### config.mk
export PLATFORM = sky130hd
export DESIGN_NAME = qbt_transceiver
export DESIGN_NICKNAME = d
export VERILOG_FILES = /design/src/rtl/qbt_pkg.sv /design/src/rtl/qbt_transceiver.sv /design/src/rtl/qbt_drv_reg.sv /design/src/rtl/qbt_rx_latch.sv
export SDC_FILE = /design/constraint.sdc
export NUM_CORES = 1
export LEC_CHECK = 0
export BUFFER_PORTS_ARGS = -buffer_cell sky130_fd_sc_hd__buf_2
export CORE_UTILIZATION = 45
export CTS_CLUSTER_SIZE = 10
export DETAILED_ROUTE_END_ITERATION = 12
export HOLD_SLACK_MARGIN = 0.05
export PLACE_DENSITY = 0.73
export SYNTH_ARGS = -nofsm -noshare
export SYNTH_HDL_FRONTEND = slang
export SYNTH_HIERARCHICAL = 1
export SYNTH_SLANG_ARGS = --single-unit
### constraint.sdc
create_clock -name clk -period 3.1 [get_ports clk]
set_clock_uncertainty 0.05 [all_clocks]
set_input_delay 0.155 -clock clk [delete_from_list [all_inputs] [get_ports clk]]
set_output_delay 0.155 -clock clk [all_outputs]
set_load 0.05 [all_outputs]
### src/rtl/qbt_pkg.sv
// Purpose: shared constants for the quad bus transceiver
// Assumes: 32-bit AXI4-Lite register bus, byte addresses
// Notes: word A and B registers hold narrow data in their low bits
package qbt_pkg;
    localparam int QBT_WIDTH = 4;
    localparam int QBT_ADDR_W = 8;
    localparam int QBT_DATA_W = 32;

    // register byte offsets
    localparam logic [7:0] QBT_OFS_CTRL = 8'h00;
    localparam logic [7:0] QBT_OFS_WORD_A = 8'h04;
    localparam logic [7:0] QBT_OFS_WORD_B = 8'h08;
    localparam logic [7:0] QBT_OFS_STATUS = 8'h0C;
    localparam logic [7:0] QBT_OFS_EVENT = 8'h10;
    localparam logic [7:0] QBT_OFS_LOADCNT = 8'h14;

    // control register fields
    localparam int QBT_CTRL_SWWORDS = 0;
    localparam int QBT_CTRL_SWLOAD = 1;
    localparam int QBT_CTRL_SWCTRL = 2;
    localparam int QBT_CTRL_SEL = 4;
    localparam int QBT_CTRL_DRVN = 5;
    localparam int QBT_CTRL_HOLD = 6;
    localparam int QBT_CTRL_OUTN = 7;
    localparam logic [7:0] QBT_CTRL_RST = 8'h00;
    localparam logic [7:0] QBT_CTRL_WMASK = 8'hF5;

    // event register fields
    localparam int QBT_EVT_LOAD = 0;
    localparam int QBT_EVT_RXCHG = 1;

    // status register fields
    localparam int QBT_ST_DRV = 0;
    localparam int QBT_ST_RX = 8;
    localparam int QBT_ST_BUS = 16;
    localparam int QBT_ST_DRIVING = 24;
    localparam int QBT_ST_HOLDING = 25;
    localparam int QBT_ST_ROUT = 26;

    localparam logic [7:0] QBT_DATA_RST = 8'h00;
    localparam logic [7:0] QBT_CNT_RST = 8'h00;

    localparam logic [1:0] QBT_RESP_OKAY = 2'h0;
    localparam logic [1:0] QBT_RESP_SLVERR = 2'h2;

    // word-aligned hit test, shared by read and write decode
    function automatic logic qbt_hit(
        input logic [QBT_ADDR_W-1:0] addr,
        input logic [7:0] ofs);
        qbt_hit = (addr[QBT_ADDR_W-1:2] == ofs[QBT_ADDR_W-1:2]);
    endfunction : qbt_hit
endpackage : qbt_pkg

### src/rtl/qbt_transceiver.sv
// Purpose: quad bus transceiver with AXI4-Lite register view
// Assumes: all pins synchronous to clk, bus wire resolved outside
// Notes: controls may come from pins or from software
`timescale 1ns/1ps
`default_nettype none
// Summary of operation
// - four-bit register, per-bit two-word multiplexer
// - select low stores A, high stores B
// - register loads only on clock rise or software load
// - drive enable high floats all drivers
// - bus carries inverse of register bits
// - receivers invert bus, round trip non-inverted
// - receivers always see bus, own drive too
// - hold low makes latches follow bus
// - hold high keeps last received value
// - output enable high floats receiver outputs
// - driver and receiver controls act independently
module qbt_transceiver
    import qbt_pkg::*;
#(
    parameter int WIDTH = QBT_WIDTH
) (
    input wire logic clk,
    input wire logic rstn,
    input wire logic ce,
    input wire logic [WIDTH-1:0] wordA,
    input wire logic [WIDTH-1:0] wordB,
    input wire logic wordSel,
    input wire logic driverRegClock,
    input wire logic busDriveEnableN,
    input wire logic receiverHold,
    input wire logic recvOutEnableN,
    input wire logic [WIDTH-1:0] busIn,
    output logic [WIDTH-1:0] busOut,
    output logic [WIDTH-1:0] busOe,
    output logic [WIDTH-1:0] recvOut,
    output logic [WIDTH-1:0] recvOe,
    input wire logic [QBT_ADDR_W-1:0] awaddr,
    input wire logic awvalid,
    output logic awready,
    input wire logic [QBT_DATA_W-1:0] wdata,
    input wire logic [3:0] wstrb,
    input wire logic wvalid,
    output logic wready,
    output logic [1:0] bresp,
    output logic bvalid,
    input wire logic bready,
    input wire logic [QBT_ADDR_W-1:0] araddr,
    input wire logic arvalid,
    output logic arready,
    output logic [QBT_DATA_W-1:0] rdata,
    output logic [1:0] rresp,
    output logic rvalid,
    input wire logic rready
);
    // status packs each word into one byte
    if (WIDTH < 1 || WIDTH > 8) begin : gWidthCheck
        $error("qbt_transceiver: WIDTH must be 1 to 8");
    end

    // ---------------- register state ----------------
    logic [7:0] ctrl_r;
    logic [WIDTH-1:0] swWordA_r;
    logic [WIDTH-1:0] swWordB_r;
    logic [1:0] event_r;
    logic [1:0] event_nxt;
    logic [7:0] loadCnt_r;
    logic swLoad_r;
    logic drvClkPrev_r;

    // write channel holding
    logic awHeld_r;
    logic wHeld_r;
    logic [QBT_ADDR_W-1:0] awAddr_r;
    logic [QBT_DATA_W-1:0] wData_r;
    logic [3:0] wStrb_r;
    logic bvalid_r;
    logic [1:0] bresp_r;

    // read channel
    logic rvalid_r;
    logic [1:0] rresp_r;
    logic [QBT_DATA_W-1:0] rdata_r;

    // ---------------- control selection ----------------
    // software may take over the control pins as a group
    wire swCtrl = ctrl_r[QBT_CTRL_SWCTRL];
    wire swWords = ctrl_r[QBT_CTRL_SWWORDS];
    wire selEff = swCtrl ? ctrl_r[QBT_CTRL_SEL] : wordSel;
    wire drvEnNEff = swCtrl ? ctrl_r[QBT_CTRL_DRVN] : busDriveEnableN;
    wire holdEff = swCtrl ? ctrl_r[QBT_CTRL_HOLD] : receiverHold;
    wire outEnNEff = swCtrl ? ctrl_r[QBT_CTRL_OUTN] : recvOutEnableN;
    wire [WIDTH-1:0] srcA = swWords ? swWordA_r : wordA;
    wire [WIDTH-1:0] srcB = swWords ? swWordB_r : wordB;

    // clock rise seen as a pulse; steady levels load nothing
    wire drvClkRise = driverRegClock && !drvClkPrev_r;
    wire loadPulse = drvClkRise || swLoad_r;

    // ---------------- datapath ----------------
    wire [WIDTH-1:0] driverQ;
    wire [WIDTH-1:0] rxQ;
    wire rxChanged;

    qbt_drv_reg #(
        .WIDTH(WIDTH)
    ) uDrvReg (
        .clk(clk),
        .rstn(rstn),
        .ce(ce),
        .load(loadPulse),
        .sel(selEff),
        .wordA(srcA),
        .wordB(srcB),
        .q(driverQ)
    );

    wire driving = !drvEnNEff;
    wire [WIDTH-1:0] busDrive = ~driverQ;
    // own drive taken straight back; another driver at the same time
    // is a bus fault that the far side must prevent
    wire [WIDTH-1:0] busSeen = driving ? busDrive : busIn;

    qbt_rx_latch #(
        .WIDTH(WIDTH)
    ) uRxLatch (
        .clk(clk),
        .rstn(rstn),
        .ce(ce),
        .hold(holdEff),
        .busLevel(busSeen),
        .q(rxQ),
        .changed(rxChanged)
    );

    assign busOut = busDrive;
    assign busOe = {WIDTH{driving}};
    assign recvOut = rxQ;
    assign recvOe = {WIDTH{!outEnNEff}};

    // ---------------- write channel ----------------
    assign awready = ce && !awHeld_r && !bvalid_r;
    assign wready = ce && !wHeld_r && !bvalid_r;
    wire awTake = awvalid && awready;
    wire wTake = wvalid && wready;
    wire haveAw = awHeld_r || awTake;
    wire haveW = wHeld_r || wTake;
    wire doWrite = ce && haveAw && haveW && !bvalid_r;

    wire [QBT_ADDR_W-1:0] wrAddr = awHeld_r ? awAddr_r : awaddr;
    wire [QBT_DATA_W-1:0] wrData = wHeld_r ? wData_r : wdata;
    wire [3:0] wrStrb = wHeld_r ? wStrb_r : wstrb;
    wire wrByte0 = doWrite && wrStrb[0];

    wire wHitCtrl = qbt_hit(wrAddr, QBT_OFS_CTRL);
    wire wHitA = qbt_hit(wrAddr, QBT_OFS_WORD_A);
    wire wHitB = qbt_hit(wrAddr, QBT_OFS_WORD_B);
    wire wHitEvt = qbt_hit(wrAddr, QBT_OFS_EVENT);
    // status and load count are read-only; writes there are errors
    wire wMapped = wHitCtrl || wHitA || wHitB || wHitEvt;

    wire ctrlWr = wrByte0 && wHitCtrl;
    wire wordAWr = wrByte0 && wHitA;
    wire wordBWr = wrByte0 && wHitB;
    wire evtWr = wrByte0 && wHitEvt;
    wire [1:0] evtClr = evtWr ? wrData[1:0] : 2'h0;
    wire [1:0] evtSet = {rxChanged, ce && loadPulse};

    // set beats clear in the same cycle
    always_comb begin
        event_nxt = (event_r & ~evtClr) | evtSet;
    end

    always_ff @(posedge clk) begin
        if (!rstn) begin
            awHeld_r <= 1'b0;
            awAddr_r <= '0;
        end else if (ce) begin
            if (doWrite) begin
                awHeld_r <= 1'b0;
            end else if (awTake) begin
                awHeld_r <= 1'b1;
                awAddr_r <= awaddr;
            end
        end
    end

    always_ff @(posedge clk) begin
        if (!rstn) begin
            wHeld_r <= 1'b0;
            wData_r <= '0;
            wStrb_r <= 4'h0;
        end else if (ce) begin
            if (doWrite) begin
                wHeld_r <= 1'b0;
            end else if (wTake) begin
                wHeld_r <= 1'b1;
                wData_r <= wdata;
                wStrb_r <= wstrb;
            end
        end
    end

    always_ff @(posedge clk) begin
        if (!rstn) begin
            bvalid_r <= 1'b0;
            bresp_r <= QBT_RESP_OKAY;
        end else if (ce) begin
            if (doWrite) begin
                bvalid_r <= 1'b1;
                bresp_r <= wMapped ? QBT_RESP_OKAY : QBT_RESP_SLVERR;
            end else if (bvalid_r && bready) begin
                bvalid_r <= 1'b0;
            end
        end
    end

    assign bvalid = bvalid_r;
    assign bresp = bresp_r;

    // ---------------- register updates ----------------
    always_ff @(posedge clk) begin
        if (!rstn) begin
            ctrl_r <= QBT_CTRL_RST;
            swLoad_r <= 1'b0;
        end else if (ce) begin
            swLoad_r <= ctrlWr && wrData[QBT_CTRL_SWLOAD];
            if (ctrlWr) begin
                ctrl_r <= wrData[7:0] & QBT_CTRL_WMASK;
            end
        end
    end

    always_ff @(posedge clk) begin
        if (!rstn) begin
            swWordA_r <= QBT_DATA_RST[WIDTH-1:0];
            swWordB_r <= QBT_DATA_RST[WIDTH-1:0];
        end else if (ce) begin
            if (wordAWr) begin
                swWordA_r <= wrData[WIDTH-1:0];
            end
            if (wordBWr) begin
                swWordB_r <= wrData[WIDTH-1:0];
            end
        end
    end

    always_ff @(posedge clk) begin
        if (!rstn) begin
            drvClkPrev_r <= 1'b0;
            event_r <= 2'h0;
            loadCnt_r <= QBT_CNT_RST;
        end else if (ce) begin
            drvClkPrev_r <= driverRegClock;
            event_r <= event_nxt;
            if (loadPulse) begin
                loadCnt_r <= loadCnt_r + 8'h01;
            end
        end
    end

    // ---------------- read channel ----------------
    assign arready = ce && !rvalid_r;
    wire arTake = arvalid && arready;

    wire rHitCtrl = qbt_hit(araddr, QBT_OFS_CTRL);
    wire rHitA = qbt_hit(araddr, QBT_OFS_WORD_A);
    wire rHitB = qbt_hit(araddr, QBT_OFS_WORD_B);
    wire rHitSt = qbt_hit(araddr, QBT_OFS_STATUS);
    wire rHitEvt = qbt_hit(araddr, QBT_OFS_EVENT);
    wire rHitCnt = qbt_hit(araddr, QBT_OFS_LOADCNT);
    wire rMapped = rHitCtrl || rHitA || rHitB || rHitSt || rHitEvt
        || rHitCnt;

    logic [QBT_DATA_W-1:0] statusWord;
    always_comb begin
        statusWord = '0;
        statusWord[QBT_ST_DRV +: WIDTH] = driverQ;
        statusWord[QBT_ST_RX +: WIDTH] = rxQ;
        statusWord[QBT_ST_BUS +: WIDTH] = busSeen;
        statusWord[QBT_ST_DRIVING] = driving;
        statusWord[QBT_ST_HOLDING] = holdEff;
        statusWord[QBT_ST_ROUT] = !outEnNEff;
    end

    wire [QBT_DATA_W-1:0] rdCtrl = {24'h000000, ctrl_r};
    wire [QBT_DATA_W-1:0] rdA = {{(QBT_DATA_W-WIDTH){1'b0}}, swWordA_r};
    wire [QBT_DATA_W-1:0] rdB = {{(QBT_DATA_W-WIDTH){1'b0}}, swWordB_r};
    wire [QBT_DATA_W-1:0] rdEvt = {30'h00000000, event_r};
    wire [QBT_DATA_W-1:0] rdCnt = {24'h000000, loadCnt_r};
    wire [QBT_DATA_W-1:0] rdMux =
        rHitCtrl ? rdCtrl :
        rHitA ? rdA :
        rHitB ? rdB :
        rHitSt ? statusWord :
        rHitEvt ? rdEvt :
        rHitCnt ? rdCnt : '0;

    always_ff @(posedge clk) begin
        if (!rstn) begin
            rvalid_r <= 1'b0;
            rresp_r <= QBT_RESP_OKAY;
            rdata_r <= '0;
        end else if (ce) begin
            if (arTake) begin
                rvalid_r <= 1'b1;
                rdata_r <= rdMux;
                rresp_r <= rMapped ? QBT_RESP_OKAY : QBT_RESP_SLVERR;
            end else if (rvalid_r && rready) begin
                rvalid_r <= 1'b0;
            end
        end
    end

    assign rvalid = rvalid_r;
    assign rresp = rresp_r;
    assign rdata = rdata_r;
endmodule : qbt_transceiver
`default_nettype wire

### src/rtl/qbt_drv_reg.sv
// Purpose: driver register with per-bit two-word multiplexer
// Assumes: load is a one-cycle pulse standing for a clock rise
// Notes: value holds between loads
`timescale 1ns/1ps
`default_nettype none
module qbt_drv_reg
    import qbt_pkg::*;
#(
    parameter int WIDTH = QBT_WIDTH
) (
    input wire logic clk,
    input wire logic rstn,
    input wire logic ce,
    input wire logic load,
    input wire logic sel,
    input wire logic [WIDTH-1:0] wordA,
    input wire logic [WIDTH-1:0] wordB,
    output logic [WIDTH-1:0] q
);
    logic [WIDTH-1:0] q_r;
    wire [WIDTH-1:0] muxWord = sel ? wordB : wordA;

    always_ff @(posedge clk) begin
        if (!rstn) begin
            q_r <= QBT_DATA_RST[WIDTH-1:0];
        end else if (ce && load) begin
            q_r <= muxWord;
        end
    end

    assign q = q_r;
endmodule : qbt_drv_reg
`default_nettype wire

### src/rtl/qbt_rx_latch.sv
// Purpose: inverting receivers feeding holdable latches
// Assumes: bus level already resolved, own drive included
// Notes: transparency costs one clock of latency
`timescale 1ns/1ps
`default_nettype none
module qbt_rx_latch
    import qbt_pkg::*;
#(
    parameter int WIDTH = QBT_WIDTH
) (
    input wire logic clk,
    input wire logic rstn,
    input wire logic ce,
    input wire logic hold,
    input wire logic [WIDTH-1:0] busLevel,
    output logic [WIDTH-1:0] q,
    output logic changed
);
    logic [WIDTH-1:0] q_r;
    wire [WIDTH-1:0] rxWord = ~busLevel;
    wire openUpdate = ce && !hold && (rxWord != q_r);

    always_ff @(posedge clk) begin
        if (!rstn) begin
            q_r <= QBT_DATA_RST[WIDTH-1:0];
        end else if (ce && !hold) begin
            q_r <= rxWord;
        end
    end

    assign q = q_r;
    assign changed = openUpdate;
endmodule : qbt_rx_latch
`default_nettype wire

==> impl_metrics.json <==
{
  "die-area_um2": 8950,
  "power.leakage_nw": 2.02,
  "p_per_area_nw_per_um2": 452,
  "gr-total-overflow": 0,
  "antenna_found_initial": 0,
  "die_h_um": 94.6,
  "avgSynthCellArea_um2": 9.06,
  "tightestPinTransition_ps": 620,
  "rrSetupSlack_ps": 940,
  "grt_start_max_net_pins": 37,
  "r2r-end": "swWordB_r[3]",
  "core_area_um2": 8260,
  "root_buffer": "clkbuf_8",
  "cpPeakStageDelay_ps": 670,
  "synth_cell_types": 58,
  "total_power_mw": 2.05,
  "top_layer": "met4",
  "cts.path.max_buffers": 2,
  "grt_pass1_wl_mm": 15.0,
  "min_period_ps": 2160,
  "clock_latency_ps": 350,
  "required_ps": 3290,
  "slew_viol_final": 0,
  "routed-wl-met2_mm": 4.59,
  "cts_tree": "yes",
  "r2r-start": "awHeld_r",
  "hold_viol": 0,
  "rsz0062_at_grt": "no",
  "async_flop_share_pct": 0,
  "ys_seq_area_share_pct": 38.4,
  "hpwl_mm": 6.86,
  "worstPathArrival_ps": 2340,
  "gp_congestion": 0.841,
  "place_inst": 590,
  "worstHoldStart": "wdata[2]",
  "dr_total_vias": 3313,
  "synth_ff_type": "dfxtp_1",
  "via_per_inst": 5.37,
  "crit_path_cell_trace": "nor3b_4 > o211ai_4 > or4_4 > nand3_2 > o21ai_2",
  "grt_pass1_vias": 3150,
  "cp-start-kind": "flip-flop",
  "endpoint": "swWordB_r[3]",
  "start_util_pct": 46.7,
  "drt_iter0_drc": 121,
  "drcViolationCount": 0,
  "drt-pass1-iter-count": 4,
  "htreeDepth": 3,
  "wl_per_cell_um": 15.2,
  "multiInputGateArea_um2": 2110,
  "synthToLayoutAreaGrowth_pct": 17.6,
  "drtAntennaViolNets": 0,
  "wl_met3_um": 574,
  "antenna_cells": 0,
  "crit_start": "awHeld_r",
  "ys_ff_latch": 74,
  "synth_edf_count": 0,
  "status": "finished clean",
  "cts-buffers-inserted": 9,
  "seq_area_um2": 1480,
  "wl_met1_mm": 4.05,
  "syn_area_um2": 3860,
  "gr-usage-all-layers_pct": 21.9,
  "cap_viol_max_count": 0,
  "clk_pin_slew_ps": 70,
  "maxSlewHeadroom_pct": 58.6,
  "port_buffers": 87,
  "ys_warn_count": 6,
  "n_fill_cell": 767,
  "drt-total-wl_mm": 9.40,
  "max_freq_mhz": 464,
  "finalCritPeriodShare_pct": 69.6,
  "critical_path_class": "reg2reg",
  "rows": 33,
  "drive_above_1_share_pct": 28.7,
  "cp_slowest_cell": "dfxtp_1",
  "min_path_type": "in2reg",
  "die_w_um": 94.6,
  "cts_sinks": 74,
  "fin_tns_setup_ps": 0,
  "num-nets-final": 588,
  "setup_violations": 0,
  "worstRegToRegCells": 5,
  "ioPinCount": 134,
  "holdWs_ps": 42.0,
  "crit_fanout": 15,
  "crit_path_end_kind": "flip-flop",
  "layoutNonFillerInstCount": 617,
  "irDropWorstVdd_mv": 0.181,
  "netlist_instances": 426
}
[critical path, delay by kind of cell, from the launching register on]
kind / cells / cell delay [ps]
compound gates: 2 / 190
flops: 1 / 670
simple gates: 3 / 1120
[logic make-up after synthesis]
logic type,Yosys count,share of synthesized area (%)
DFF,74,38.4
muxes,56,15.4
buffers and inverters,58,8.53
xor gates and xnor gates,12,2.72
AOI/OAI and AO/OA,83,15.3
other,1,0.0972
adders and majority gates,1,0.324
and+or+nand+nor,141,19.2
[synth_stat cells (all sizes together), types with 10 or more instances]
master	count	area, um^2
o21ai	17	100
nor2	61	229
buf	32	228
mux2i	33	334
dfxtp	74	1480
nand2	25	93.8
mux2	23	259
a22oi	13	97.6
inv	10	37.5
clkbuf	16	63.8
a21oi	18	90.1
[flip-flops by register name, summed over array words and instances (netlist names), 6 cells and up]
name	flops
awAddr_r	6
ctrl_r	6
loadCnt_r	8
rdata	19
wData_r	8
[through the flow]
step / utilization (%) / worst slack (ps) / area [um^2]
final: 54.9 / 943 / 4540
after global routing: 54.9 / 772 / 4540
after CTS: 54.9 / 942 / 4540
after global placement: 51.3 / 1010 / 4240
after floorplan: - / 990 / 3910
after detailed placement: 51.3 / 969 / 4240
[routing by layer]
metal | GRT usage, % | vias up
met1 | 26.8 | 1554
met5 | 0 | -
met4 | 11.0 | 0
li1 | - | 1644
met2 | 37.1 | 101
met3 | 3.70 | 14
[worst min-delay path by stage]
stage	end	slack, ps	depth (start not counted)
6_report	wData_r[2]	40	3
5_1_grt	awHeld_r	60	3
4_1_cts	wData_r[2]	50	3
3_5_place_dp	wData_r[3]	360	3
3_3_place_gp	wData_r[4]	350	3
2_1_floorplan	uRxLatch/q[0]	240	1
[layout make-up]
| cell class | count | share of cell area [%] |
|---|---|---|
| timing repair buffer | 107 | 13.7 |
| inverter | 10 | 0.828 |
| sequential | 74 | 32.7 |
| clock buffer | 13 | 3.50 |
| multi-input combinational | 308 | 46.4 |
| tap | 105 | 2.90 |
[power breakdown]
part	switching, mW	leakage (nW)	total (mW)	internal, mW
combinational	0.269	1.34	0.402	0.133
clock	0.318	0.0815	0.640	0.322
sequential	0.0307	0.601	1.01	0.978
[cell usage in the layout (no fill, tap or decap), types with 2 or more instances in the layout]
cell           netlist  final
nor3_1               5      5
o21a_1               2      2
and2b_1              2      2
nand4_1              8      8
xnor2_1              8      8
dlygate4sd3_1        0     14
nor2_1              61     61
a311oi_1             5      5
a32oi_1              2      2
o2111a_1             2      2
mux2_2              23     23
nor2b_1              4      4
a21oi_1             18     18
nand3b_1             8      8
nand3_1              3      3
o211a_1              4      4
nor3_2               2      2
or4_1                2      2
and3_1               2      2
o21ai_0             13     13
clkbuf_8             0     11
nand2b_1             4      4
clkbuf_1            13      2
dfxtp_1             74     74
o21ai_2              4      4
a31oi_1              6      6
mux2i_1             32     32
xor2_1               4      4
buf_4               23      6
buf_2                5     87
inv_1               10      9
o22ai_1              4      4
nand2_1             25     25
nand3_2              5      5
a22oi_1             13     13
conb_1               1     15
[what timing repair did]
item,CTS,global route
hold buffers,14,0
gates resized for setup,0,0
hold endpoints to repair,14,0
buffers inserted,0,0
No activity file was read; power rests on OpenSTA's default activity.
